File: config.mk
export PLATFORM = sky130hd
export DESIGN_NAME = ipl_prio_regs
export DESIGN_NICKNAME = d
export VERILOG_FILES = /design/src/hw/ipl_pkg.sv /design/src/hw/ipl_bus_if.sv /design/src/hw/ipl_avmm_slave.sv /design/src/hw/ipl_level_decode.sv /design/src/hw/ipl_prio_regs.sv
export SDC_FILE = /design/constraint.sdc
export NUM_CORES = 1
export LEC_CHECK = 0
export ABC_AREA = 1
export BUFFER_PORTS_ARGS = -buffer_cell sky130_fd_sc_hd__buf_2
export CAP_MARGIN = 20
export CORE_UTILIZATION = 50
export DETAILED_ROUTE_END_ITERATION = 10
export GPL_ROUTABILITY_DRIVEN = 0
export HOLD_SLACK_MARGIN = 0.02
export MAX_ROUTING_LAYER = met4
export PLACE_DENSITY = 0.8
export SLEW_MARGIN = 10
export SYNTH_ARGS = -nofsm -noshare
export SYNTH_HDL_FRONTEND = slang
export SYNTH_SLANG_ARGS = --single-unit
File: constraint.sdc
create_clock -name clk_sys -period 4.55 [get_ports clk_sys]
set_input_delay 0.2275 -clock clk_sys [delete_from_list [all_inputs] [get_ports clk_sys]]
set_output_delay 0.2275 -clock clk_sys [all_outputs]
set_load 0.02 [all_outputs]
File: src/hw/ipl_pkg.sv
package ipl_pkg;
  localparam int unsigned DATA_W    = 16;
  localparam int unsigned REG_CNT   = 3;
  localparam int unsigned IDX_W     = 6;
  localparam int unsigned SLOT_CNT  = 24;
  // register indices; byte address is four times the index
  localparam logic [5:0] IDX_PRIO0 = 6'h00;
  localparam logic [5:0] IDX_PRIO1 = 6'h01;
  localparam logic [5:0] IDX_PRIO2 = 6'h02;
  localparam logic [15:0] RESET_PRIO = 16'h0000;
  localparam logic [15:0] WMASK0     = 16'hC3FF;
  localparam logic [15:0] WMASK1     = 16'hFCFF;
  localparam logic [15:0] WMASK2     = 16'hF3FF;
  // slot k of {reg2,reg1,reg0} is bits 2k+1:2k; slots 0-4 are debug
  localparam logic [23:0] DEBUG_SLOTS = 24'h00001F;
  localparam logic [1:0]  PRIO_OFF    = 2'h0;
  // field positions (lsb) in their register
  localparam int unsigned LOW_VOLTAGE_PRIO_LSB         = 14;
  localparam int unsigned DBG_RX_FULL_PRIO_LSB         = 8;
  localparam int unsigned DBG_TX_EMPTY_PRIO_LSB        = 6;
  localparam int unsigned DBG_TRACE_BUF_PRIO_LSB       = 4;
  localparam int unsigned DBG_BREAKPOINT_PRIO_LSB      = 2;
  localparam int unsigned DBG_STEP_COUNT_PRIO_LSB      = 0;
  localparam int unsigned PORT_B_PRIO_LSB              = 14;
  localparam int unsigned PORT_C_PRIO_LSB              = 12;
  localparam int unsigned PORT_D_PRIO_LSB              = 10;
  localparam int unsigned FLASH_BUFFERS_EMPTY_PRIO_LSB = 6;
  localparam int unsigned FLASH_CMD_DONE_PRIO_LSB      = 4;
  localparam int unsigned FLASH_ERROR_PRIO_LSB         = 2;
  localparam int unsigned CLOCK_SYNTH_PRIO_LSB         = 0;
  localparam int unsigned UART_RX_FULL_PRIO_LSB        = 14;
  localparam int unsigned UART_RX_ERROR_PRIO_LSB       = 12;
  localparam int unsigned UART_TX_IDLE_PRIO_LSB        = 8;
  localparam int unsigned UART_TX_EMPTY_PRIO_LSB       = 6;
  localparam int unsigned SYNC_SERIAL_TX_EMPTY_PRIO_LSB = 4;
  localparam int unsigned SYNC_SERIAL_RX_FULL_PRIO_LSB = 2;
  localparam int unsigned PORT_A_PRIO_LSB              = 0;
  typedef enum logic [1:0] {
    ST_IDLE = 2'b01,
    ST_ACK  = 2'b10
  } ipl_bus_state_t;
endpackage : ipl_pkg

File: src/hw/ipl_bus_if.sv
`timescale 1ns/1ps
`default_nettype none
interface ipl_bus_if;
  logic        wrCommit;
  logic [5:0]  idx;
  logic [15:0] wdata;
  logic [1:0]  wbe;
  logic [15:0] rdWord;
  modport slave (output wrCommit, output idx, output wdata, output wbe,
                 input rdWord);
  modport regs  (input wrCommit, input idx, input wdata, input wbe,
                 output rdWord);
endinterface : ipl_bus_if
`default_nettype wire

File: src/hw/ipl_avmm_slave.sv
`timescale 1ns/1ps
`default_nettype none
module ipl_avmm_slave #(
  parameter int unsigned ADDR_W = 8
) (
  input  wire logic              clk_sys,
  input  wire logic              reset,
  input  wire logic              ce,
  input  wire logic [ADDR_W-1:0] avs_address,
  input  wire logic              avs_read,
  input  wire logic              avs_write,
  input  wire logic [31:0]       avs_writedata,
  input  wire logic [3:0]        avs_byteenable,
  output logic [31:0]            avs_readdata,
  output logic                   avs_waitrequest,
  ipl_bus_if.slave               bus
);
  ipl_pkg::ipl_bus_state_t state_q, state_d;
  logic [31:0] readdata_q, readdata_d;
  logic        request;

  assign request       = avs_read | avs_write;
  assign bus.idx       = avs_address[ADDR_W-1:2];
  assign bus.wdata     = avs_writedata[15:0];
  assign bus.wbe       = avs_byteenable[1:0];
  // a write lands only on the edge where the master sees waitrequest low
  assign bus.wrCommit  = ce & avs_write & (state_q == ipl_pkg::ST_ACK);
  assign avs_readdata    = readdata_q;
  // idle bit doubles as the wait flag, so the output is a bare flop
  assign avs_waitrequest = state_q[0];

  always_comb begin
    state_d    = state_q;
    readdata_d = readdata_q;
    unique case (state_q)
      ipl_pkg::ST_IDLE: begin
        if (request) begin
          state_d = ipl_pkg::ST_ACK;
          if (avs_read) begin
            readdata_d = {16'h0000, bus.rdWord};
          end
        end
      end
      ipl_pkg::ST_ACK: begin
        state_d = ipl_pkg::ST_IDLE;
      end
      default: begin
        state_d = ipl_pkg::ST_IDLE;
      end
    endcase
  end

  always_ff @(posedge clk_sys or posedge reset) begin
    if (reset) begin
      state_q    <= ipl_pkg::ST_IDLE;
      readdata_q <= 32'h00000000;
    end else if (ce) begin
      state_q    <= state_d;
      readdata_q <= readdata_d;
    end
  end
endmodule : ipl_avmm_slave
`default_nettype wire

File: src/hw/ipl_level_decode.sv
`timescale 1ns/1ps
`default_nettype none
module ipl_level_decode #(
  parameter int unsigned SLOTS      = 24,
  parameter logic [23:0] DEBUG_MASK = 24'h00001F
) (
  input  wire logic [2*SLOTS-1:0] fields,
  output logic [SLOTS-1:0]        enable,
  output logic [2*SLOTS-1:0]      level
);
  // returns {enable, level}; debug fields sit one level higher
  function automatic logic [2:0] decodeLevel(input logic [1:0] field,
                                             input logic       isDebug);
    logic [1:0] lvl;
    lvl = isDebug ? field : field - 2'h1;
    decodeLevel = {field != ipl_pkg::PRIO_OFF, lvl};
  endfunction : decodeLevel

  for (genvar k = 0; k < SLOTS; k++) begin : gSlot
    logic [2:0] dec;
    assign dec = decodeLevel(fields[2*k+:2], DEBUG_MASK[k]);
    assign enable[k]     = dec[2];
    assign level[2*k+:2] = dec[2] ? dec[1:0] : 2'h0;
  end
endmodule : ipl_level_decode
`default_nettype wire

File: src/hw/ipl_prio_regs.sv
`timescale 1ns/1ps
`default_nettype none
module ipl_prio_regs #(
  parameter int unsigned ADDR_W = 8
) (
  input  wire logic              clk_sys,
  input  wire logic              reset,
  input  wire logic              ce,
  input  wire logic [ADDR_W-1:0] avs_address,
  input  wire logic              avs_read,
  input  wire logic              avs_write,
  input  wire logic [31:0]       avs_writedata,
  input  wire logic [3:0]        avs_byteenable,
  output logic [31:0]            avs_readdata,
  output logic                   avs_waitrequest,
  input  wire logic [23:0]       irqReq,
  output logic [23:0]            srcActive,
  output logic [47:0]            srcLevel
);
  localparam logic [15:0] WMASK [3] = '{ipl_pkg::WMASK0, ipl_pkg::WMASK1,
                                        ipl_pkg::WMASK2};

  ipl_bus_if bus ();

  logic [15:0] prio_q [3];
  logic [15:0] prio_d [3];
  logic [23:0] srcActive_q, srcActive_d;
  logic [47:0] srcLevel_q,  srcLevel_d;
  logic [47:0] allFields;
  logic [23:0] slotEn;
  logic [47:0] slotLvl;
  logic [15:0] byteMask;

  ipl_avmm_slave #(
    .ADDR_W (ADDR_W)
  ) uSlave (
    .clk_sys         (clk_sys),
    .reset           (reset),
    .ce              (ce),
    .avs_address     (avs_address),
    .avs_read        (avs_read),
    .avs_write       (avs_write),
    .avs_writedata   (avs_writedata),
    .avs_byteenable  (avs_byteenable),
    .avs_readdata    (avs_readdata),
    .avs_waitrequest (avs_waitrequest),
    .bus             (bus.slave)
  );

  assign byteMask = {{8{bus.wbe[1]}}, {8{bus.wbe[0]}}};

  // register file; reserved bits never take a one
  always_comb begin
    for (int r = 0; r < 3; r++) begin
      prio_d[r] = prio_q[r];
      if (bus.wrCommit && bus.idx == 6'(r)) begin
        prio_d[r] = (prio_q[r] & ~(byteMask & WMASK[r]))
                  | (bus.wdata & byteMask & WMASK[r]);
      end
    end
  end

  always_ff @(posedge clk_sys or posedge reset) begin
    if (reset) begin
      for (int r = 0; r < 3; r++) begin
        prio_q[r] <= ipl_pkg::RESET_PRIO;
      end
    end else if (ce) begin
      for (int r = 0; r < 3; r++) begin
        prio_q[r] <= prio_d[r];
      end
    end
  end

  // unmapped indices read zero
  always_comb begin
    unique case (bus.idx)
      ipl_pkg::IDX_PRIO0: bus.rdWord = prio_q[0];
      ipl_pkg::IDX_PRIO1: bus.rdWord = prio_q[1];
      ipl_pkg::IDX_PRIO2: bus.rdWord = prio_q[2];
      default:            bus.rdWord = 16'h0000;
    endcase
  end

  // slots line up so fields keep their bit places within each register
  assign allFields = {prio_q[2], prio_q[1], prio_q[0]};

  ipl_level_decode #(
    .SLOTS      (ipl_pkg::SLOT_CNT),
    .DEBUG_MASK (ipl_pkg::DEBUG_SLOTS)
  ) uDecode (
    .fields (allFields),
    .enable (slotEn),
    .level  (slotLvl)
  );

  // reserved slots always decode as disabled, so their requests drop
  always_comb begin
    srcActive_d = irqReq & slotEn;
    srcLevel_d  = '0;
    for (int k = 0; k < 24; k++) begin
      if (srcActive_d[k]) begin
        srcLevel_d[2*k+:2] = slotLvl[2*k+:2];
      end
    end
  end

  always_ff @(posedge clk_sys or posedge reset) begin
    if (reset) begin
      srcActive_q <= 24'h000000;
      srcLevel_q  <= 48'h000000000000;
    end else if (ce) begin
      srcActive_q <= srcActive_d;
      srcLevel_q  <= srcLevel_d;
    end
  end

  assign srcActive = srcActive_q;
  assign srcLevel  = srcLevel_q;
endmodule : ipl_prio_regs
`default_nettype wire

==> results of run 1 <==
==> layout by cell type (no fill, tap or decap) <==
| cell | count |
|---|---|
| o21ai_1 | 20 |
| o31ai_1 | 1 |
| buf_4 | 5 |
| clkbuf_8 | 4 |
| dlygate4sd3_1 | 39 |
| conb_1 | 28 |
| nor3_4 | 1 |
| inv_4 | 1 |
| buf_2 | 125 |
| clkinv_1 | 1 |
| inv_1 | 37 |
| clkinv_2 | 3 |
| nor2_4 | 3 |
| nand2_1 | 185 |
| bufinv_16 | 6 |
| dfrtp_1 | 117 |
| nor2_2 | 1 |
| dfstp_2 | 1 |
| nand4_1 | 20 |
| nand3_1 | 73 |
| clkbuf_1 | 3 |
| nand3_2 | 1 |
| nor2_1 | 8 |
| o21ai_0 | 50 |
| o22ai_1 | 1 |
| nand3_4 | 2 |
| a21oi_1 | 1 |
| clkbuf_16 | 16 |
==> worst min-delay path by stage <==
stage | slack, ns | from | endpoint
2_1_floorplan | 0.36 | avs_writedata[10] | register
3_3_place_gp | 0.46 | reset | srcLevel[3]
3_5_place_dp | 0.46 | uSlave.avs_readdata[11] | uSlave.avs_readdata[11]
4_1_cts | 0.02 | avs_write | uSlave.state_q[1]
5_1_grt | 0.08 | avs_write | uSlave.state_q[1]
6_report | 0.05 | avs_write | uSlave.state_q[1]
==> cell families (layout without fill, tap and decap cells) <==
logic type	count (synthesis)	after routing	share of synthesized area, %
other	1	28	0.0735
DFF	118	118	57.9
AOI/OAI and AO/OA	73	73	7.24
buffers and inverters	89	240	8.95
and+or+nand+nor	294	294	25.8
==> synthesized netlist by cell type, drive strengths merged <==
cell type    n  area share [%]
clkinv       1           0.074
clkbuf      15             1.1
dfstp        1            0.52
o31ai        1            0.15
conb         1           0.074
nand4       20             2.5
o21ai       70             6.9
o22ai        1            0.12
dfrtp      117              57
inv         38             2.8
nand3       76             8.0
nor2        12             1.4
nor3         1            0.32
a21oi        1           0.098
buf         35             5.0
nand2      185              14
==> tightest hold or removal path, cell delays in order <==
cell	delay, ns
buf_2	0.10
nor2_1	0.06
o22ai_1	0.12
==> report_power, final <==
| group | total, mW | internal (mW) | switching (mW) |
|---|---|---|---|
| Clock | 1.48 | 1.04 | 0.444 |
| Sequential | 1.08 | 1.06 | 0.0117 |
| Combinational | 0.181 | 0.0560 | 0.125 |
| Total | 2.74 | 2.16 | 0.581 |
==> metal layers <==
metal | vias up | wire length [um]
met5 | - | 0
met4 | 0 | 271
met3 | 32 | 1070
met2 | 255 | 6460
met1 | 2210 | 5500
li1 | 2167 | -
==> layout make-up <==
type | count | area (um2)
tap | 133 | 166
clock inverter | 9 | 195
fill | 762 | 3040
multi-input combinational | 395 | 1790
timing repair buffer | 169 | 1050
clock buffer | 23 | 467
inverter | 39 | 149
sequential | 118 | 2950
==> timing repair <==
item                                    in CTS  in global routing
hold buffers                                39                  0
endpoints found under the setup margin       0                  0
endpoints found under the hold margin      129                  0
gates resized for setup                      0                  0
==> through the flow <==
stage	setup WS [ns]	power [mW]	area, um2	cells
2_1_floorplan	1.20	1.21	5200	602
3_3_place_gp	2.08	1.24	5720	815
3_5_place_dp	2.01	1.25	5720	815
4_1_cts	2.20	2.76	6780	886
5_1_grt	2.00	2.83	6780	886
6_report	2.19	2.74	6780	886
==> metrics.md, run 1 <==
| Metric | Value |
|---|---|
| Met3 usage | roughly 7.3% |
| Detailed Route Iter0 Violations | 271 |
| GRT Overall Usage | 27.7% |
| Cells after Synth | 575 |
| Max Cap Viol | 0 |
| Vias in the first global route | around 4400 |
| IO Port Bufs | roughly 130 |
| Final hold vios | 0 |
| Die Ht | around 100 um |
| Post-route ant nets | 0 |
| Vias | around 4700 |
| RSZ-0062 raised after global routing | false |
| Max-slew headroom | 40.7% |
| CP endpoint kind | register |
| Syn-to-layout area delta | 32.9% |
| CTS tree | done |
| R2R cell count | 6 |
| Leakage | around 3.7 nW |
| WP buf/inv | 2 |
| Clock Pin Slew Worst Setup and Hold Paths | roughly 0.050 ns |
| Slew at the pin closest to its max-slew limit | ~0.89 ns |
| First drt pass iteration count | 6 |
| Max Clk Rate | around 0.42 GHz |
| Final net count | 813 |
| Post-synthesis sequential area ratio | ~58% |
| Final setup viols | 0 |
| Final min period | roughly 2.4 ns |
| Crit path kind | register to register |
| Clock Latency Late Sink | around 0.52 ns |
| Cells along the critical path | inv_1 -> nor2_1 -> nand3_1 -> inv_1 -> nand3_1 -> nand2_1 |
| Area of the core | between 0.009 and 0.01 mm2 |
| Die ar. | 0.0106 mm2 |
| Initial antenna violation count | 0 |
| Slew Viols, Final | 0 |
| Max stage delay on crit path | 0.72 ns |
| DP Wirelength | 8970 um |
| Clk root buf | clkbuf_8 |
| Critical Path Start Type | register |
| Die width | between 100 and 150 um |
| Synth cell types | 23 |
| # clock sinks | around 120 |
| Worst hold margin | just over 0.05 ns |
| DR vias/cell | approximately 5.3 |
| Final setup TNS | 0 ns |
| Most Crowded Layer GR | met2 |
| N_diodes | 0 |
| Crit path DAT | ~2.8 ns |
| CP endpoint | uSlave.avs_readdata[10] |
| Status | complete, no violations |
| Worst setup startpoint | uSlave.state_q[0] |
| Pin count of the biggest net entering global routing | 74 |
| Synthesized area | 0.00510 mm2 |
| Crit share post-route | 51.8% |
| Post-CTS Setup Inserts | 0 |
| CTS Buffer Depth | 2 |
| Crit path required time | ~5.0 ns |
| Hold WC Path Type | primary input to register |
| R2r endpoint | uSlave.avs_readdata[10] |
| R2R setup slack | ~2.2 ns |
| Synth Register Bits | about 120 |
| Delay-heaviest family, CP | simple AND/OR/NAND/NOR gates |
| Share of cells above drive strength 1 | 22.4% |
| VDD IR max | between 0.2 and 0.25 mV |
| CTS buffer count | 17 |
| Routed Wire Length | around 13000 um |
| Reg2reg start | uSlave.state_q[0] |
| Power Dens Cells | 405 mW/mm2 |
| I/O Pins | approximately 180 |
| Core Rows | 36 |
| Mean Syn Cell Area | about 8.9 um2 |
| Hold Path Depth | 3 |
| GRT overflow | 0 |
| Final setup skew | 0.00636 ns |
| Slowest cell on the critical path | inv_1 |
| WL/cell | between 15 and 20 um |
| Cell depth of the worst setup path | 6 |
| Fin util | 69.0% |
| Crit Path Max Fanout | 17 |
| Routing usage on met1 | 33.9% |
| Yosys warning count | 0 |
| Starting density of the core | around half |
| Global-route met2 utilization | 43.7% |
| First-pass GRT wire length | 20800 um |
| H-tree depth | 4 |
| Drt drc | 0 |
Note: power is estimated with default switching activity, not from simulation.
==> run 2: changes to the inputs <==
--- a/config.mk
+++ b/config.mk
@@ -5,15 +5,15 @@
 export SDC_FILE = /design/constraint.sdc
 export NUM_CORES = 1
 export LEC_CHECK = 0
-export ABC_AREA = 1
+export ABC_AREA = 0
 export BUFFER_PORTS_ARGS = -buffer_cell sky130_fd_sc_hd__buf_2
 export CAP_MARGIN = 20
-export CORE_UTILIZATION = 50
+export CORE_UTILIZATION = 45
 export DETAILED_ROUTE_END_ITERATION = 10
 export GPL_ROUTABILITY_DRIVEN = 0
 export HOLD_SLACK_MARGIN = 0.02
 export MAX_ROUTING_LAYER = met4
-export PLACE_DENSITY = 0.8
+export PLACE_DENSITY = 0.76
 export SLEW_MARGIN = 10
 export SYNTH_ARGS = -nofsm -noshare
 export SYNTH_HDL_FRONTEND = slang
==> constraint.sdc (replaced) <==
create_clock -name clk_sys -period 2.15 [get_ports clk_sys]
set_input_delay 0.1075 -clock clk_sys [delete_from_list [all_inputs] [get_ports clk_sys]]
set_output_delay 0.1075 -clock clk_sys [all_outputs]
set_load 0.02 [all_outputs]
==> run 2 against run 1 <==
Clock skew grew 0.0063 ns. Clock power grew 94%. Die area grew 13%. Cell count shrank 13%. Utilization shrank 7.1 points. Critical path depth shrank 3. Largest cell class unchanged.
==> metrics.md, run 2 <==
| Metric | Value |
|---|---|
| Synth area leaders | dfrtp_1 56%, mux2_2 9.1%, o21ai_0 5.8%, inv_1 4.4%, buf_4 4.0% |
| Max Cap Viol | 0 (unchanged) |
| WL/cell | 15.9 um (+6.1%) |
| Final setup TNS | 0 ns (unchanged) |
| Crit path kind | register to register |
| DR vias/cell | 5.11 (-2.9%) |
| Clock Pin Slew Worst Setup and Hold Paths | 0.05 ns (about the same) |
| Vias in the first global route | 3820 (-13%) |
| Slew Viols, Final | 0 (unchanged) |
| Initial antenna violation count | 0 (unchanged) |
| Clock Latency Late Sink | 0.40 ns (-0.12 ns) |
| Routed Wire Length | 12200 um (-8.2%) |
| H-tree depth | 4 (unchanged) |
| Top FF cell, synth | dfrtp_1 |
| Leakage | 3.42 nW (-6.4%) |
| Commonest cells post-synth | 117 x dfrtp_1, 61 x inv_1, 60 x o21ai_0 |
| Fin util | 61.9% (-7.1 points) |
| Cells after Synth | 451 (-22%) |
| Crit path DAT | 2.02 ns (-0.79 ns) |
| Mean Syn Cell Area | 11.5 um2 (+30%) |
| Clk root buf | clkbuf_16 |
| Starting density of the core | 47.0% (-4.9 points) |
| GRT Overall Usage | 21.9% (-5.8 points) |
| Post-synthesis sequential area ratio | 56.7% (-1.2 points) |
| EDFF count, synth | 0 (unchanged) |
| Post-route ant nets | 0 (unchanged) |
| Core Rows | 38 (+5.6%) |
| Max-slew headroom | 58.9% (+18 points) |
| Hold Path Depth | 3 (unchanged) |
| VDD IR max | 0.413 mV (+68%) |
| Final setup viols | 0 (unchanged) |
| I/O Pins | 178 (unchanged) |
| GRT overflow | 0 (unchanged) |
| Slew at the pin closest to its max-slew limit | 0.616 ns (-0.273 ns) |
| Filler cell count in the final layout | 890 (+17%) |
| Hold Path End | uSlave.state_q[1] |
| Post_cts resized | 0 (unchanged) |
| Post-CTS Setup Inserts | 0 (unchanged) |
| Most frequent cell after synthesis | dfrtp_1 |
| N_diodes | 0 (unchanged) |
| DP Wirelength | 8290 um (-7.6%) |
| Critical Path Start Type | register |
| Die ar. | 0.0120 mm2 (+13%) |
| Die width | 110 um (+6.4%) |
| Crit share post-route | 80.9% (+29 points) |
| Cell taking the most area after synthesis | dfrtp_1 |
| Post-synth top area share | 56.2% (-1.2 points) |
| Most frequent cells in the layout | 124 x buf_2, 117 x dfrtp_1, 60 x inv_1, 60 x o21ai_0, 42 x mux2_2 |
| Synth Register Bits | 118 (unchanged) |
| Most common cell after layout, fill and taps aside | buf_2 |
| Status | complete, no violations |
| Crit Path Max Fanout | 8 (-9) |
| Hold buffers post-CTS | 37 (-5.1%) |
| CTS tree | done |
| Hold WC Path Type | primary input to register |
| Pin count of the biggest net entering global routing | 119 (+61%) |
| Crit path required time | 2.43 ns (-2.57 ns) |
| Synth cell types | 30 (+30%) |
| IO Port Bufs | 125 (unchanged) |
| Final setup skew | 0.0126 ns (+0.00627 ns) |
| CTS Buffer Depth | 2 (unchanged) |
| CTS buffer count | 17 (unchanged) |
| First-pass GRT wire length | 19200 um (-7.7%) |
| R2R setup slack | 0.41 ns (-1.78 ns) |
| CP endpoint kind | register |
| Drt drc | 0 (unchanged) |
| Final hold vios | 0 (unchanged) |
| # clock sinks | 118 (unchanged) |
| Die Ht | 110 um (+6.4%) |
| Max Clk Rate | 0.575 GHz (+35%) |
| Syn-to-layout area delta | 31.8% |
| Reg2reg start | uSlave.state_q[0] |
| Power Dens Cells | 800 mW/mm2 (+98%) |
| First drt pass iteration count | 4 (-2) |
| Yosys warning count | 0 (unchanged) |
| Detailed Route Iter0 Violations | 215 (-21%) |
| R2R cell count | 3 (-3) |
| Area of the core | 0.0111 mm2 (+13%) |
| Vias | 3922 (-16%) |
| Synthesized area | 0.00521 mm2 (+2.1%) |
| Share of cells above drive strength 1 | 33.7% (+11 points) |
| Final min period | 1.74 ns (-0.617 ns) |
| Post-synth ARST share | 100% (unchanged) |
| RSZ-0062 raised after global routing | false |
| Hold path start | avs_read |
| Final net count | 687 (-15%) |
-- run 2: cell types whose count changed in the layout (fill, tap and decap cells not counted), sizes merged, moves of 11 or more --
cell	delta
a22o	+14
inv	+22
nand3	-66
nor2	-11
mux2	+42
nand4b	+16
o211ai	+21
nand2	-183
mux2i	+11
-- run 2: per-stage QoR --
stage / area (um2) / std cells / setup slack (ns) / hold WS, ns / total power, mW
2_1_floorplan: 5310 / 478 / 0.477 / 0.258 / 2.52
3_3_place_gp: 5880 / 698 / 0.391 / 0.330 / 2.60
3_5_place_dp: 5880 / 698 / 0.312 / 0.342 / 2.61
4_1_cts: 6860 / 767 / 0.412 / 0.0486 / 5.53
5_1_grt: 6860 / 767 / 0.316 / 0.0990 / 5.67
6_report: 6860 / 767 / 0.411 / 0.0604 / 5.49
-- run 2: how the worst max path moves through the flow --
stage | startpoint | slack (ns) | to
after CTS | uSlave.state_q[0] | 0.41 | register
after floorplan | uSlave.state_q[0] | 0.48 | register
after detailed placement | avs_address[3] | 0.31 | register
after global placement | avs_address[3] | 0.39 | register
after global routing | uSlave.state_q[0] | 0.32 | register
final | uSlave.state_q[0] | 0.41 | register
-- run 2: critical path, stage by stage, from the launching register on --
cell	delay [ns]
dfstp_2	0.38
and4b_1	0.43
nand4_2	0.38
mux2_2	0.41
-- run 2: layer usage --
metal  share of wire [%]  GRT usage [%]  vias to the layer above
li1                    -              -                     1879
met5                   0              -                        -
met1                  48           29.3                     1918
met4                0.76           7.62                        0
met2                  48           33.8                      118
met3                 3.9           3.73                        7
-- run 2: cell type report --
cell class              count  area (um2)  area share [%]
clock inverters            12         153            2.23
flip-flops and latches    118        2950            43.1
multi-input cells         249        1830            26.6
inverters                  61         233            3.39
repair buffers            167        1060            15.5
well taps                 140         175            2.55
clock buffers              20         457            6.66
-- run 2: cells by family after synthesis --
family / after synthesis / synth area share (%)
DFF: 118 / 56.7
muxes: 53 / 11.2
and+or+nand+nor: 57 / 8.07
AOI/OAI and AO/OA: 111 / 13.8
other: 1 / 0.0720
buffers and inverters: 111 / 10.1
-- run 2: power by group --
group	leakage [nW]	switching (mW)	internal [mW]
sequential	1.64	0.0227	2.25
clock	0.288	0.986	1.88
combinational	1.49	0.225	0.126
total	3.42	1.23	4.25
==> run 3: changes to the inputs <==
--- a/config.mk
+++ b/config.mk
@@ -5,15 +5,15 @@
 export SDC_FILE = /design/constraint.sdc
 export NUM_CORES = 1
 export LEC_CHECK = 0
-export ABC_AREA = 0
+export ABC_AREA = 1
 export BUFFER_PORTS_ARGS = -buffer_cell sky130_fd_sc_hd__buf_2
 export CAP_MARGIN = 20
-export CORE_UTILIZATION = 45
+export CORE_UTILIZATION = 50
 export DETAILED_ROUTE_END_ITERATION = 10
 export GPL_ROUTABILITY_DRIVEN = 0
 export HOLD_SLACK_MARGIN = 0.02
 export MAX_ROUTING_LAYER = met4
-export PLACE_DENSITY = 0.76
+export PLACE_DENSITY = 0.8
 export SLEW_MARGIN = 10
 export SYNTH_ARGS = -nofsm -noshare
 export SYNTH_HDL_FRONTEND = slang
==> constraint.sdc (replaced) <==
create_clock -name clk_sys -period 1.85 [get_ports clk_sys]
set_input_delay 0.0925 -clock clk_sys [delete_from_list [all_inputs] [get_ports clk_sys]]
set_output_delay 0.0925 -clock clk_sys [all_outputs]
set_load 0.02 [all_outputs]
==> run 3 against run 2 <==
Total power increased by 16%. Combinational power rose by 30%. Design area shrank 1.6%. Critical path type unchanged. Sequential share of layout area rose by 0.69 points. Cell count is 16% higher. Largest cell class unchanged. Sequential cell count is the same. Largest power group unchanged. Global-route usage rose by 4.9 points. Sequential power rose by 17%. First-iteration DRC count is 23% higher. Utilization grew 6.8 points.
==> metrics.md, run 3 (synthesis results as in run 1) <==
| Metric | Value |
|---|---|
| Status | complete, no violations |
| Slew at the pin closest to its max-slew limit | 0.606 ns (-0.00979 ns) |
| Reg2reg start | uSlave.state_q[1] |
| H-tree depth | 4 (unchanged) |
| Crit share post-route | 91.3% (+10 points) |
| Detailed Route Iter0 Violations | 264 (+23%) |
| Pre-CTS WS | 0.210 ns (-0.101 ns) |
| Share of cells above drive strength 1 | 23.1% (-11 points) |
| DR vias/cell | 5.17 (+1.0%) |
| CTS Buffer Depth | 2 (unchanged) |
| Post_cts resized | 0 (unchanged) |
| Post-route ant nets | 0 (unchanged) |
| Initial antenna violation count | 0 (unchanged) |
| Most frequent cells in the layout | 185 x nand2_1, 125 x buf_2, 117 x dfrtp_1 |
| Die ar. | 0.0106 mm2 (-12%) |
| Vias | 4593 (+17%) |
| Max Clk Rate | 0.592 GHz (+3.0%) |
| Area of the core | 0.00982 mm2 (-11%) |
| # clock sinks | 118 (unchanged) |
| WL/cell | 14.7 um (-7.7%) |
| Starting density of the core | 51.9% (+4.9 points) |
| IO Port Bufs | 125 (unchanged) |
| Vias in the first global route | 4323 (+13%) |
| First drt pass iteration count | 5 (+1) |
| DP Wirelength | 8800 um (+6.1%) |
| VDD IR max | 0.649 mV (+57%) |
| Crit path DAT | 2.06 ns (+0.04 ns) |
| Core Rows | 36 (-5.3%) |
| Final Worst Setup Slack | 0.162 ns (-0.249 ns) |
| I/O Pins | 178 (unchanged) |
| Max-slew headroom | 59.6% (+0.65 points) |
| Clk root buf | clkbuf_8 |
| CTS tree | done |
| Power Dens Cells | 941 mW/mm2 (+18%) |
| Pin count of the biggest net entering global routing | 119 (unchanged) |
| CTS buffer count | 17 (unchanged) |
| N_diodes | 0 (unchanged) |
| Slew Viols, Final | 0 (unchanged) |
| Placed cell count | 818 (+17%) |
| Crit path kind | register to register |
| CP endpoint kind | register |
| Hold buffers post-CTS | 39 (+5.4%) |
| Final hold vios | 0 (unchanged) |
| Hold Path Depth | 3 (unchanged) |
| GRT overflow | 0 (unchanged) |
| Leakage | 3.63 nW (+6.2%) |
| Hold path start | avs_byteenable[0] |
| Crit path required time | 2.22 ns (-0.21 ns) |
| Critical Path Start Type | register |
| Drt drc | 0 (unchanged) |
| Max Cap Viol | 0 (unchanged) |
| Routed Wire Length | 13100 um (+7.0%) |
| R2R cell count | 5 (+2) |
| Most common cell after layout, fill and taps aside | nand2_1 |
| RSZ-0062 raised after global routing | false |
| Clock Latency Late Sink | 0.51 ns (+0.11 ns) |
| Die Ht | 103 um (-6.0%) |
| Final min period | 1.69 ns (-0.0510 ns) |
| Final setup TNS | 0 ns (unchanged) |
| R2R setup slack | 0.16 ns (-0.25 ns) |
| Final setup skew | 0.00836 ns (-0.00427 ns) |
| Post-CTS Setup Inserts | 0 (unchanged) |
| Clock Pin Slew Worst Setup and Hold Paths | 0.06 ns (about the same) |
| Hold WC Path Type | primary input to register |
| GRT Overall Usage | 26.8% (+4.9 points) |
| Final Instance Count excl. Fillers | 889 (+16%) |
| Die width | 103 um (-6.0%) |
| Final net count | 816 (+19%) |
| Crit Path Max Fanout | 12 (+4) |
| First-pass GRT wire length | 20500 um (+6.8%) |
| Final setup viols | 0 (unchanged) |
| Syn-to-layout area delta | 32.4% |
-- run 3: changes by cell type in the layout (fill, tap and decap cells not counted), moves of 4 or more --
cell       previous run  this run
nand2_1               2       185
nand3_1              10        73
mux2_2               42         0
inv_1                60        37
o211ai_1             21         0
o21ai_1               0        20
nand4b_1             16         0
a22o_1               14         0
mux2i_1              11         0
o21ai_0              60        50
o2bb2ai_1            10         0
nor2_1                1         8
clkbuf_8              2         6
-- run 3: critical path: stages (launching register included) --
cell	delay [ns]
dfrtp_1	0.36
inv_1	0.09
nor3_4	0.39
nand3_1	0.44
nand2_1	0.18
o21ai_1	0.09
-- run 3: worst max path at each step --
stage	from	endpoint	slack, ns	cells past startpoint
finish	uSlave.state_q[1]	register	0.16	5
global route	uSlave.state_q[1]	register	0.05	5
global placement	avs_address[5]	register	0.27	7
detailed placement	avs_address[7]	register	0.21	7
floorplan	reset	asynchronous set/reset pin	0.32	1
CTS	uSlave.state_q[1]	register	0.19	5
-- run 3: routing by layer --
| layer | wire [um] | part of all wire [%] | vias to the layer above | global-route usage (%) |
|---|---|---|---|---|
| met3 | 865 | 6.6 | 24 | 6.92 |
| met2 | 6360 | 49 | 186 | 43.3 |
| li1 | - | - | 2173 | - |
| met1 | 5590 | 43 | 2210 | 32.4 |
| met5 | 0 | 0 | - | - |
| met4 | 255 | 2.0 | 0 | 9.75 |
-- run 3: final cells by class --
| type | count | area (um2) |
|---|---|---|
| fillers | 758 | 3070 |
| flip-flops and latches | 118 | 2950 |
| multi-input cells | 395 | 1790 |
| repair buffers | 172 | 1090 |
| clock buffers | 22 | 483 |
| well taps | 133 | 166 |
| inverters | 39 | 150 |
| clock inverters | 10 | 119 |
-- run 3: stage by stage --
step / hold WS [ns] / util, % / power, mW / instance area, um2
global placement: 0.316 / 58.7 / 3.06 / 5760
finish: 0.0511 / 68.8 / 6.35 / 6750
global route: 0.0644 / 68.8 / 6.55 / 6750
detailed placement: 0.325 / 58.7 / 3.07 / 5760
floorplan: 0.226 / - / 2.97 / 5200
CTS: 0.0279 / 68.8 / 6.37 / 6750
-- run 3: where the power goes --
group / internal, mW / switching, mW / leakage (nW) / total, mW
clock: 2.10 / 1.15 / 0.290 / 3.25
combinational: 0.146 / 0.308 / 1.70 / 0.455
sequential: 2.62 / 0.0295 / 1.64 / 2.65
